[src/verilog/asp_pkg.sv]
// shared constants and types for the audio serial pin-function block
package asp_pkg;

  // register byte offsets
  localparam logic [7:0] PIN_CFG_OFS  = 8'h00;
  localparam logic [7:0] SER_CFG_OFS  = 8'h04;
  localparam logic [7:0] FLAG_OFS     = 8'h08;
  localparam logic [7:0] GPIO_OUT_OFS = 8'h0c;
  localparam logic [7:0] GPIO_IN_OFS  = 8'h10;

  // pin indices
  localparam int NPINS    = 3;
  localparam int PIN_RXHF = 0;
  localparam int PIN_TXHF = 1;
  localparam int PIN_RXFS = 2;

  // serial configuration fields
  localparam int SER_RXHF_OUT_BIT = 0;
  localparam int SER_TXHF_OUT_BIT = 1;
  localparam int SER_SYN_BIT      = 2;
  localparam int SER_TX_EXT_BUFFER_ENABLE_SELECT_BIT     = 3;
  localparam int SER_RX_FRAME_SYNC_DIRECTION_BIT     = 4;
  localparam int SER_NET_BIT      = 5;
  localparam int SER_CTL_W        = 6;
  localparam int SER_DIV_LSB      = 8;
  localparam int DIV_W_DEF        = 8;

  // flag register fields
  localparam int FLAG_OF1_BIT = 0;
  localparam int FLAG_IF1_BIT = 1;

  // reset values
  localparam logic [2*NPINS-1:0] PIN_CFG_RST  = 6'h00;
  localparam logic [SER_CTL_W-1:0] SER_CTL_RST = 6'h00;
  localparam logic [NPINS-1:0]   GPIO_OUT_RST = 3'h0;

  typedef enum logic [1:0] {
    PM_DISC     = 2'h0,
    PM_GPIO_IN  = 2'h1,
    PM_GPIO_OUT = 2'h2,
    PM_SERIAL   = 2'h3
  } asp_pin_mode_t;

  typedef struct packed {
    logic        psel;
    logic        penable;
    logic        pwrite;
    logic [7:0]  paddr;
    logic [31:0] pwdata;
  } asp_apb_req_t;

  typedef struct packed {
    logic [31:0] prdata;
    logic        pready;
    logic        pslverr;
  } asp_apb_rsp_t;

  typedef struct packed {
    logic out;
    logic oe;
  } asp_pin_drv_t;

endpackage
[src/verilog/asp_pin_mux.sv]
// pin-function logic for the receiver/transmitter hf clock and receiver frame sync pins
`timescale 1ns/1ps
`default_nettype none

module asp_pin_mux #(
  parameter int DIV_W = asp_pkg::DIV_W_DEF
) (
  input  wire  logic                                 sys_clk,
  input  wire  logic                                 rst,
  input  wire  asp_pkg::asp_apb_req_t                apbReq,
  output var   asp_pkg::asp_apb_rsp_t                apbRsp,
  input  wire  logic [asp_pkg::NPINS-1:0]            pinIn,
  output var   asp_pkg::asp_pin_drv_t [asp_pkg::NPINS-1:0] pinDrv,
  input  wire  logic                                 rxFrameSyncFromRx,
  input  wire  logic                                 txExtBufEnable,
  input  wire  logic                                 frameStrobe,
  input  wire  logic                                 slotStrobe,
  output logic                                       rxFrameSyncToRx,
  output logic                                       rxClkTick,
  output logic                                       txClkTick,
  output logic                                       rxClkFromPin,
  output logic                                       txClkFromPin
);
  import asp_pkg::*;

  if (DIV_W < 1 || DIV_W > 32 - SER_DIV_LSB) begin : g_bad_div
    $error("DIV_W must lie between 1 and 24");
  end

  typedef struct packed {
    logic [2*NPINS-1:0]   pinCfg;
    logic [SER_CTL_W-1:0] ctl;
    logic [DIV_W-1:0]     div;
    logic                 of1;
    logic [NPINS-1:0]     gpioOut;
    logic [NPINS-1:0]     syncA;
    logic [NPINS-1:0]     syncB;
    logic [NPINS-1:0]     prevB;
    logic                 of1Pin;
    logic                 if1;
    logic [DIV_W-1:0]     hfCnt;
    logic                 hfClk;
    logic [31:0]          prdata;
  } asp_state_t;

  localparam asp_state_t STATE_RST = '{
    pinCfg:  PIN_CFG_RST,
    ctl:     SER_CTL_RST,
    div:     '0,
    of1:     1'b0,
    gpioOut: GPIO_OUT_RST,
    syncA:   '0,
    syncB:   '0,
    prevB:   '0,
    of1Pin:  1'b0,
    if1:     1'b0,
    hfCnt:   '0,
    hfClk:   1'b0,
    prdata:  32'h0000_0000
  };

  asp_state_t s_q;
  asp_state_t s_d;

  function automatic asp_pin_mode_t pinMode(input logic [2*NPINS-1:0] cfg, input int idx);
    pinMode = asp_pin_mode_t'(cfg[2*idx +: 2]);
  endfunction

  function automatic logic addrKnown(input logic [7:0] a);
    addrKnown = (a == PIN_CFG_OFS) || (a == SER_CFG_OFS) || (a == FLAG_OFS) ||
                (a == GPIO_OUT_OFS) || (a == GPIO_IN_OFS);
  endfunction

  // decoded configuration
  logic          syn;
  logic          tx_ext_buffer_enable_select;
  logic          rx_frame_sync_direction;
  logic          netMode;
  logic          fsSerial;
  logic          flagMode;
  logic          flagOut;
  logic          flagIn;
  logic          alignStrobe;
  logic [NPINS-1:0] inUse;
  logic [NPINS-1:0] gpioIn;
  logic          apbSetup;
  logic          apbWrite;

  assign syn      = s_q.ctl[SER_SYN_BIT];
  assign tx_ext_buffer_enable_select     = s_q.ctl[SER_TX_EXT_BUFFER_ENABLE_SELECT_BIT];
  assign rx_frame_sync_direction     = s_q.ctl[SER_RX_FRAME_SYNC_DIRECTION_BIT];
  assign netMode  = s_q.ctl[SER_NET_BIT];
  assign fsSerial = pinMode(s_q.pinCfg, PIN_RXFS) == PM_SERIAL;
  assign flagMode = fsSerial && syn && !tx_ext_buffer_enable_select;
  assign flagOut  = flagMode && rx_frame_sync_direction;
  assign flagIn   = flagMode && !rx_frame_sync_direction;
  // flag timing follows the frame in normal mode and the slot in network mode
  assign alignStrobe = netMode ? slotStrobe : frameStrobe;
  assign apbSetup = apbReq.psel && !apbReq.penable;
  assign apbWrite = apbReq.psel && apbReq.penable && apbReq.pwrite;

  // which pins are really listening; a disconnected pin is never looked at
  always_comb begin
    for (int i = 0; i < NPINS; i++) begin
      inUse[i] = pinMode(s_q.pinCfg, i) == PM_GPIO_IN;
    end
    inUse[PIN_RXHF] = inUse[PIN_RXHF] || (pinMode(s_q.pinCfg, PIN_RXHF) == PM_SERIAL &&
                      !s_q.ctl[SER_RXHF_OUT_BIT]);
    inUse[PIN_TXHF] = inUse[PIN_TXHF] || (pinMode(s_q.pinCfg, PIN_TXHF) == PM_SERIAL &&
                      !s_q.ctl[SER_TXHF_OUT_BIT]);
    inUse[PIN_RXFS] = inUse[PIN_RXFS] || (fsSerial && !rx_frame_sync_direction);
    for (int i = 0; i < NPINS; i++) begin
      gpioIn[i] = (pinMode(s_q.pinCfg, i) == PM_GPIO_IN) && s_q.syncB[i];
    end
  end

  // next-state logic
  always_comb begin
    s_d = s_q;
    // two-stage synchronisers; only syncB feeds logic
    s_d.syncA = pinIn;
    s_d.syncB = s_q.syncA;
    s_d.prevB = s_q.syncB & inUse;
    // hf clock divider, half period is div+1 core cycles
    if (s_q.hfCnt == s_q.div) begin
      s_d.hfCnt = '0;
      s_d.hfClk = ~s_q.hfClk;
    end else begin
      s_d.hfCnt = s_q.hfCnt + DIV_W'(1);
    end
    if (alignStrobe) begin
      s_d.of1Pin = s_q.of1;
      if (flagIn) begin
        s_d.if1 = s_q.syncB[PIN_RXFS];
      end
    end
    if (apbSetup) begin
      unique case (apbReq.paddr)
        PIN_CFG_OFS:  s_d.prdata = 32'(s_q.pinCfg);
        SER_CFG_OFS:  s_d.prdata = 32'(s_q.ctl) | (32'(s_q.div) << SER_DIV_LSB);
        FLAG_OFS:     s_d.prdata = 32'({s_q.if1, s_q.of1});
        GPIO_OUT_OFS: s_d.prdata = 32'(s_q.gpioOut);
        GPIO_IN_OFS:  s_d.prdata = 32'(gpioIn);
        default:      s_d.prdata = 32'h0000_0000;
      endcase
    end
    if (apbWrite) begin
      unique case (apbReq.paddr)
        PIN_CFG_OFS: begin
          s_d.pinCfg = apbReq.pwdata[2*NPINS-1:0];
        end
        SER_CFG_OFS: begin
          s_d.ctl = apbReq.pwdata[SER_CTL_W-1:0];
          s_d.div = apbReq.pwdata[SER_DIV_LSB +: DIV_W];
        end
        FLAG_OFS: begin
          s_d.of1 = apbReq.pwdata[FLAG_OF1_BIT];
        end
        GPIO_OUT_OFS: begin
          s_d.gpioOut = apbReq.pwdata[NPINS-1:0];
        end
        default: begin
        end
      endcase
    end
    if (rst) begin
      s_d = STATE_RST;
    end
  end

  always_ff @(posedge sys_clk) begin
    s_q <= s_d;
  end

  // apb answers in the access cycle itself; no wait states
  always_comb begin
    apbRsp.prdata  = s_q.prdata;
    apbRsp.pready  = 1'b1;
    apbRsp.pslverr = apbReq.psel && apbReq.penable && !addrKnown(apbReq.paddr);
  end

  // pin drivers
  always_comb begin
    for (int i = 0; i < NPINS; i++) begin
      pinDrv[i] = '{out: 1'b0, oe: 1'b0};
      unique case (pinMode(s_q.pinCfg, i))
        PM_GPIO_OUT: pinDrv[i] = '{out: s_q.gpioOut[i], oe: 1'b1};
        PM_SERIAL: begin
          if (i == PIN_RXHF && s_q.ctl[SER_RXHF_OUT_BIT]) begin
            pinDrv[i] = '{out: s_q.hfClk, oe: 1'b1};
          end else if (i == PIN_TXHF && s_q.ctl[SER_TXHF_OUT_BIT]) begin
            pinDrv[i] = '{out: s_q.hfClk, oe: 1'b1};
          end else if (i == PIN_RXFS && rx_frame_sync_direction) begin
            if (!syn) begin
              pinDrv[i] = '{out: rxFrameSyncFromRx, oe: 1'b1};
            end else if (!tx_ext_buffer_enable_select) begin
              pinDrv[i] = '{out: s_q.of1Pin, oe: 1'b1};
            end else begin
              pinDrv[i] = '{out: txExtBufEnable, oe: 1'b1};
            end
          end
        end
        default: begin
        end
      endcase
    end
  end

  // clock source selection; the pin clock is seen as one tick per rising edge,
  // so a pin clock faster than half of sys_clk is not followed
  always_comb begin
    rxClkFromPin = pinMode(s_q.pinCfg, PIN_RXHF) == PM_SERIAL && !s_q.ctl[SER_RXHF_OUT_BIT];
    txClkFromPin = pinMode(s_q.pinCfg, PIN_TXHF) == PM_SERIAL && !s_q.ctl[SER_TXHF_OUT_BIT];
    rxClkTick    = rxClkFromPin ? (s_q.syncB[PIN_RXHF] && !s_q.prevB[PIN_RXHF]) : 1'b1;
    txClkTick    = txClkFromPin ? (s_q.syncB[PIN_TXHF] && !s_q.prevB[PIN_TXHF]) : 1'b1;
    rxFrameSyncToRx = fsSerial && !syn && !rx_frame_sync_direction && s_q.syncB[PIN_RXFS];
  end
endmodule

`default_nettype wire

[config.mk]
export PLATFORM = sky130hd
export DESIGN_NAME = asp_pin_mux
export DESIGN_NICKNAME = d
export VERILOG_FILES = /design/src/verilog/asp_pkg.sv /design/src/verilog/asp_pin_mux.sv
export SDC_FILE = /design/constraint.sdc
export NUM_CORES = 1
export LEC_CHECK = 0
export BUFFER_PORTS_ARGS = -buffer_cell sky130_fd_sc_hd__buf_4
export CAP_MARGIN = 20
export CORE_UTILIZATION = 40
export CTS_CLUSTER_SIZE = 28
export DETAILED_ROUTE_END_ITERATION = 8
export GPL_TIMING_DRIVEN = 0
export PLACE_DENSITY = 0.73
export SYNTH_ARGS = -nofsm -noshare
export SYNTH_HDL_FRONTEND = slang
export SYNTH_SLANG_ARGS = --single-unit
export TNS_END_PERCENT = 30
[constraint.sdc]
create_clock -name sys_clk -period 2.4 [get_ports sys_clk]
set_clock_uncertainty 0.15 [all_clocks]
set_input_delay 0.12 -clock sys_clk [delete_from_list [all_inputs] [get_ports sys_clk]]
set_output_delay 0.12 -clock sys_clk [all_outputs]
set_load 0.02 [all_outputs]
# [Word-level counts from Yosys, hierarchy flattened]
# Cells that the tools add are included.
[classes] addsub=1 eq_ne=14 mux=12 bitwise=3 n_reduce_logical=39
[ops] cell="$pmux W16 S5" count=1
[ops] cell="$logic_and A1 B1 Y1" count=17
[ops] cell="$eq A8 B4 Y1 const B" count=2
[ops] cell="$or A6 B16 Y16" count=1
[ops] cell="$eq A2 B2 Y1 const B" count=6
[ops] cell="$pmux W2 S2" count=3
[ops] cell="$mux W2" count=5
[ops] cell="$reduce_and A2 Y1" count=5
[ops] cell="$logic_not A1 Y1" count=9
[ops] cell="$add A8 B1 Y8 const B" count=1
[ops] cell="$eq A8 B3 Y1 const B" count=1
[ops] cell="$eq A8 B5 Y1 const B" count=1
[ops] cell="$eq A8 B8 Y1" count=1
[ops] cell="$logic_not A8 Y1" count=1
[ops] cell="$eq A2 B1 Y1 const B" count=3
[ops] cell="$logic_or A1 B1 Y1" count=6
[ops] cell="$mux W1" count=3
[ops] cell="$and A2 B2 Y2" count=1
[ops] cell="$reduce_or A2 Y1" count=1
[ops] cell="$not A1 Y1" count=1
[word_totals] regBits=75 in_bits=52 output_inout_bits=45 wordCells=82

# [Longest topological paths before layout]
[depth] ltp_word=7 depth_mapped=6 ltp_nobuf=4

# [Worst setup path before layout]
# Ideal clock, no wire load.
[synth_path] path_type="input-to-reg" start="input port apbReq[37] (netlist bit)" end="register s_q (netlist bit netMode)" setup_time_ns=0.128 arrival_ns=1.509 t_required_ns=2.122 setup_slack_ns=0.613 cell_stages=6 path_buffers=2 cell_sequence="or3_1 > buf_6 > nor4_4 > buf_6 > mux2i_1 > nor2_1"
[synth_via] elab_chain_cells=2
[synth_lines] element="start: declaration" line_no="asp_pin_mux.sv:10" source="input wire asp_pkg::asp_apb_req_t apbReq,"
[synth_lines] element="$eq A8 B3 Y1" line_no="asp_pin_mux.sv:148" source="unique case (apbReq.paddr)"
[synth_lines] element="$reduce_and A2 Y1 (no line)"
[synth_lines] element="end signal: assignment" line_no="asp_pin_mux.sv:172" source="s_q <= s_d;"
[synth_lines] element="end: declaration" line_no="asp_pin_mux.sv:62" source="asp_state_t s_q;"
# Every way passes these cells.
# A chain may end at the register's enable or synchronous reset.

# [Worst setup path in the final report]
# Same ends and word-level chain as after synthesis.

==> flow_summary.toml <==
[logic_synthesis]
ys.warnings.count = 0
synth_edf_count = 0
synth.lib_cells_used.distinct = 44
synth-async-reset-ratio_pct = 0
synthesis.area_per_instance_um2 = 8.88
postSynthRegisterBits = 57
ys_dominant_reg_cell = "sky130_fd_sc_hd__dfxtp_1"
mappedNetlistArea_um2 = 2750
syn_inst = 310
synth_seq_area_share_pct = 41.5

[floorplan]
rows = 29
core_area_um2 = 6490
fp.dieArea_um2 = 7220
floorplan.die.height_um = 85.0
initial_utilization_pct = 42.4
design.portCount = 97
die_width_um = 85.0

[drt]
detailroute.via_count = 2401
detail_route.vias_per_cell = 4.85
route.final.wire_length_um = 6300
average_wire_per_standard_cell_um = 12.7
drt-initial-drc-count = 149
drt.antenna.violating_nets = 0
drc = 9
detailedRoute.firstPassIterationCount = 7

[clocking]
insertion_delay_ns = 0.34
clock_input_transition_at_the_sequential_cells_of_the_worst_setup_and_hold_paths_ns = 0.06
h-tree-depth = 3
cts_max_path_buffers = 2
buffers_inserted_by_post_cts_timing_repair = 0
cts-buffers-inserted = 9
cts.sink_count = 57
cts.root.buffer_cell = "sky130_fd_sc_hd__clkbuf_8"
post_cts_resize_count = 0
tritoncts_clock_tree = "done"

[global_routing]
grt_pass1_vias = 2287
antenna_violations_before_repair = 0
total_global_routing_overflow = 0
all_layer_global_routing_usage_pct = 18.9
grt_first_pass_wirelength_um = 10700
grt_max_degree = 11

[sta]
final.setup.tns_ns = 0
fmax_mhz = 585
worst_slew_pin_slew_ns = 0.572
timing.final.setup_violations = 0
final.hold.worst_slack_ns = 0.0242
layout_min_cycle_time_ns = 1.71
worst_slew_margin_rel_pct = 61.8
maxSlewViolCount = 0
rsz0062_at_grt = "false"
post_route_clock_period_utilization_pct = 71.2
final-hold-violation-count = 0

[final_layout]
combined_area_of_the_multi_input_logic_cells_um2 = 1330
mostFrequentLayoutCell = "sky130_fd_sc_hd__buf_4"
area_growth_pct = 35.4
drive_gt1_share_pct = 27.0
most-common-layout-cells = "sky130_fd_sc_hd__buf_4 (91), sky130_fd_sc_hd__dfxtp_1 (57), sky130_fd_sc_hd__nor2_1 (45), sky130_fd_sc_hd__mux2i_1 (31), sky130_fd_sc_hd__conb_1 (19)"
finalNetCount = 466
seqCellArea_um2 = 1140
postLayoutCoreUtil_pct = 57.4
final.fill_count = 604
antenna_diode_count = 0

[worst_setup_path]
worst_setup_path_start_kind = "primary input"
critPathKind = "primary input to flip-flop"
rrSetupSlack_ns = 0.80
r2r_end = "s_q[37]$_SDFF_PP0_"
crit_arrival_ns = 1.76
critPathCapture = "netMode$_SDFFE_PP0P_"
crit-reg2reg-launch = "s_q[33]$_SDFF_PP0_"
critical_path_peak_fanout = 10
timing.critical_path.required_ns = 2.46
cp-end-kind = "flip-flop"
worst_r2r_path_depth = 4
timing.critical_path.from = "apbReq[37]"

[placement]
buffer_ports.inserted = 58
globalplace.congestion = 0.862
detailed_place_hpwl_um = 4680

[worst_hold_path]
worst_hold_path_type = "primary input to flip-flop"
timing.hold.worst_path_depth = 4

[power_and_ir_drop]
power.leakage_uw = 0.00158
ir_drop_v = 0.000326
power.density_nw_per_um2 = 561

[status]
failed_checks = "design-rule violations"
outcome = "finished, violations left"

[run]
max_cap_viol_count = 0
-- metrics by stage --
step / worst slack [ns] / instances / instance area, µm² / power (µW)
6_report: 0.691 / 495 / 3730 / 2090
5_1_grt: 0.585 / 495 / 3730 / 2170
4_1_cts: 0.691 / 495 / 3730 / 2110
3_5_place_dp: 0.344 / 462 / 3350 / 1150
3_3_place_gp: 0.352 / 462 / 3350 / 1150
2_1_floorplan: 0.613 / 327 / 2820 / 1080
-- cells by family after synthesis --
family | synth area share (%)
buffers and inverters | 12.5
other | 0.273
and+or+nand+nor | 21.3
adders and majority gates | 0.454
DFF | 41.5
xor gates and xnor gates | 4.45
muxes | 12.1
AOI/OAI and AO/OA | 7.50
-- worst min-delay path by stage --
stage | start | end | slack, ns
after floorplan | pinIn[0] | s_q[49]$_SDFF_PP0_ | 0.1
after global placement | pinIn[0] | s_q[49]$_SDFF_PP0_ | 0.18
after detailed placement | pinIn[2] | s_q[51]$_SDFF_PP0_ | 0.19
after CTS | frameStrobe | s_q[42]$_SDFFE_PP0P_ | 0.01
after global routing | apbReq[32] | apbRsp[6]$_SDFFE_PP0P_ | 0.06
final | frameStrobe | s_q[42]$_SDFFE_PP0P_ | 0.02
-- where the power goes --
part | switching [µW] | total (µW) | internal [µW]
Combinational | 96.1 | 194 | 98.1
Sequential | 4.78 | 960 | 955
Clock | 372 | 935 | 564
-- metal layers --
metal / up-vias / wire length, µm / track usage (%)
met4: 0 / 193 / 10.8
met2: 82 / 2790 / 29.5
met3: 17 / 392 / 4.28
li1: 1205 / - / -
met5: - / 0 / 0
met1: 1097 / 2920 / 24.1
-- worst max-delay path, stage by stage --
cell and delay [ns]:
sky130_fd_sc_hd__buf_4 0.11, sky130_fd_sc_hd__or3_1 0.38, sky130_fd_sc_hd__buf_6 0.15, sky130_fd_sc_hd__nor4_4 0.49, sky130_fd_sc_hd__buf_6 0.25, sky130_fd_sc_hd__mux2i_1 0.20
sky130_fd_sc_hd__nor2_1 0.06
-- synth_stat cells (all sizes together) (2+ instances only) --
library cell	count	area, µm²
clkbuf	9	33.8
conb	2	7.51
a311oi	3	26.3
xor2	5	43.8
or3	3	18.8
nor2b	10	62.6
a211oi	2	15.0
or4	2	15.0
nor4	2	27.5
a32oi	2	17.5
nand3	14	70.1
dfxtp	57	1140
a21oi	10	50.1
nand2	18	67.6
mux2i	31	310
a22oi	4	30.0
nand2b	5	31.3
and3	3	18.8
and2	2	12.5
xnor2	9	78.8
nor2	45	169
nand4	3	18.8
nor3	2	15.0
inv	8	30.0
mux2	2	22.5
buf	37	280
o21ai	8	40.0
-- repair_timing --
action | in CTS | in global routing
hold endpoints to repair | 27 | 0
endpoints found under the setup margin | 0 | 0
hold buffers | 17 | 0
-- flip-flops by register name (all words and copies together), names as in the netlist --
register                 flops
s_q                         41
netMode                      1
rx_frame_sync_direction      1
apbRsp                      14
-- cell type report --
cell class                 count  share of cell area, %
multi-input combinational    216                   35.7
sequential                    57                   30.6
timing repair buffer          75                   16.3
buffer                        46                   8.43
clock buffer                  14                   4.63
tap                           77                   2.59
clock inverter                 2                  0.940
inverter                       8                  0.806
No activity file was read; power rests on OpenSTA's default activity.
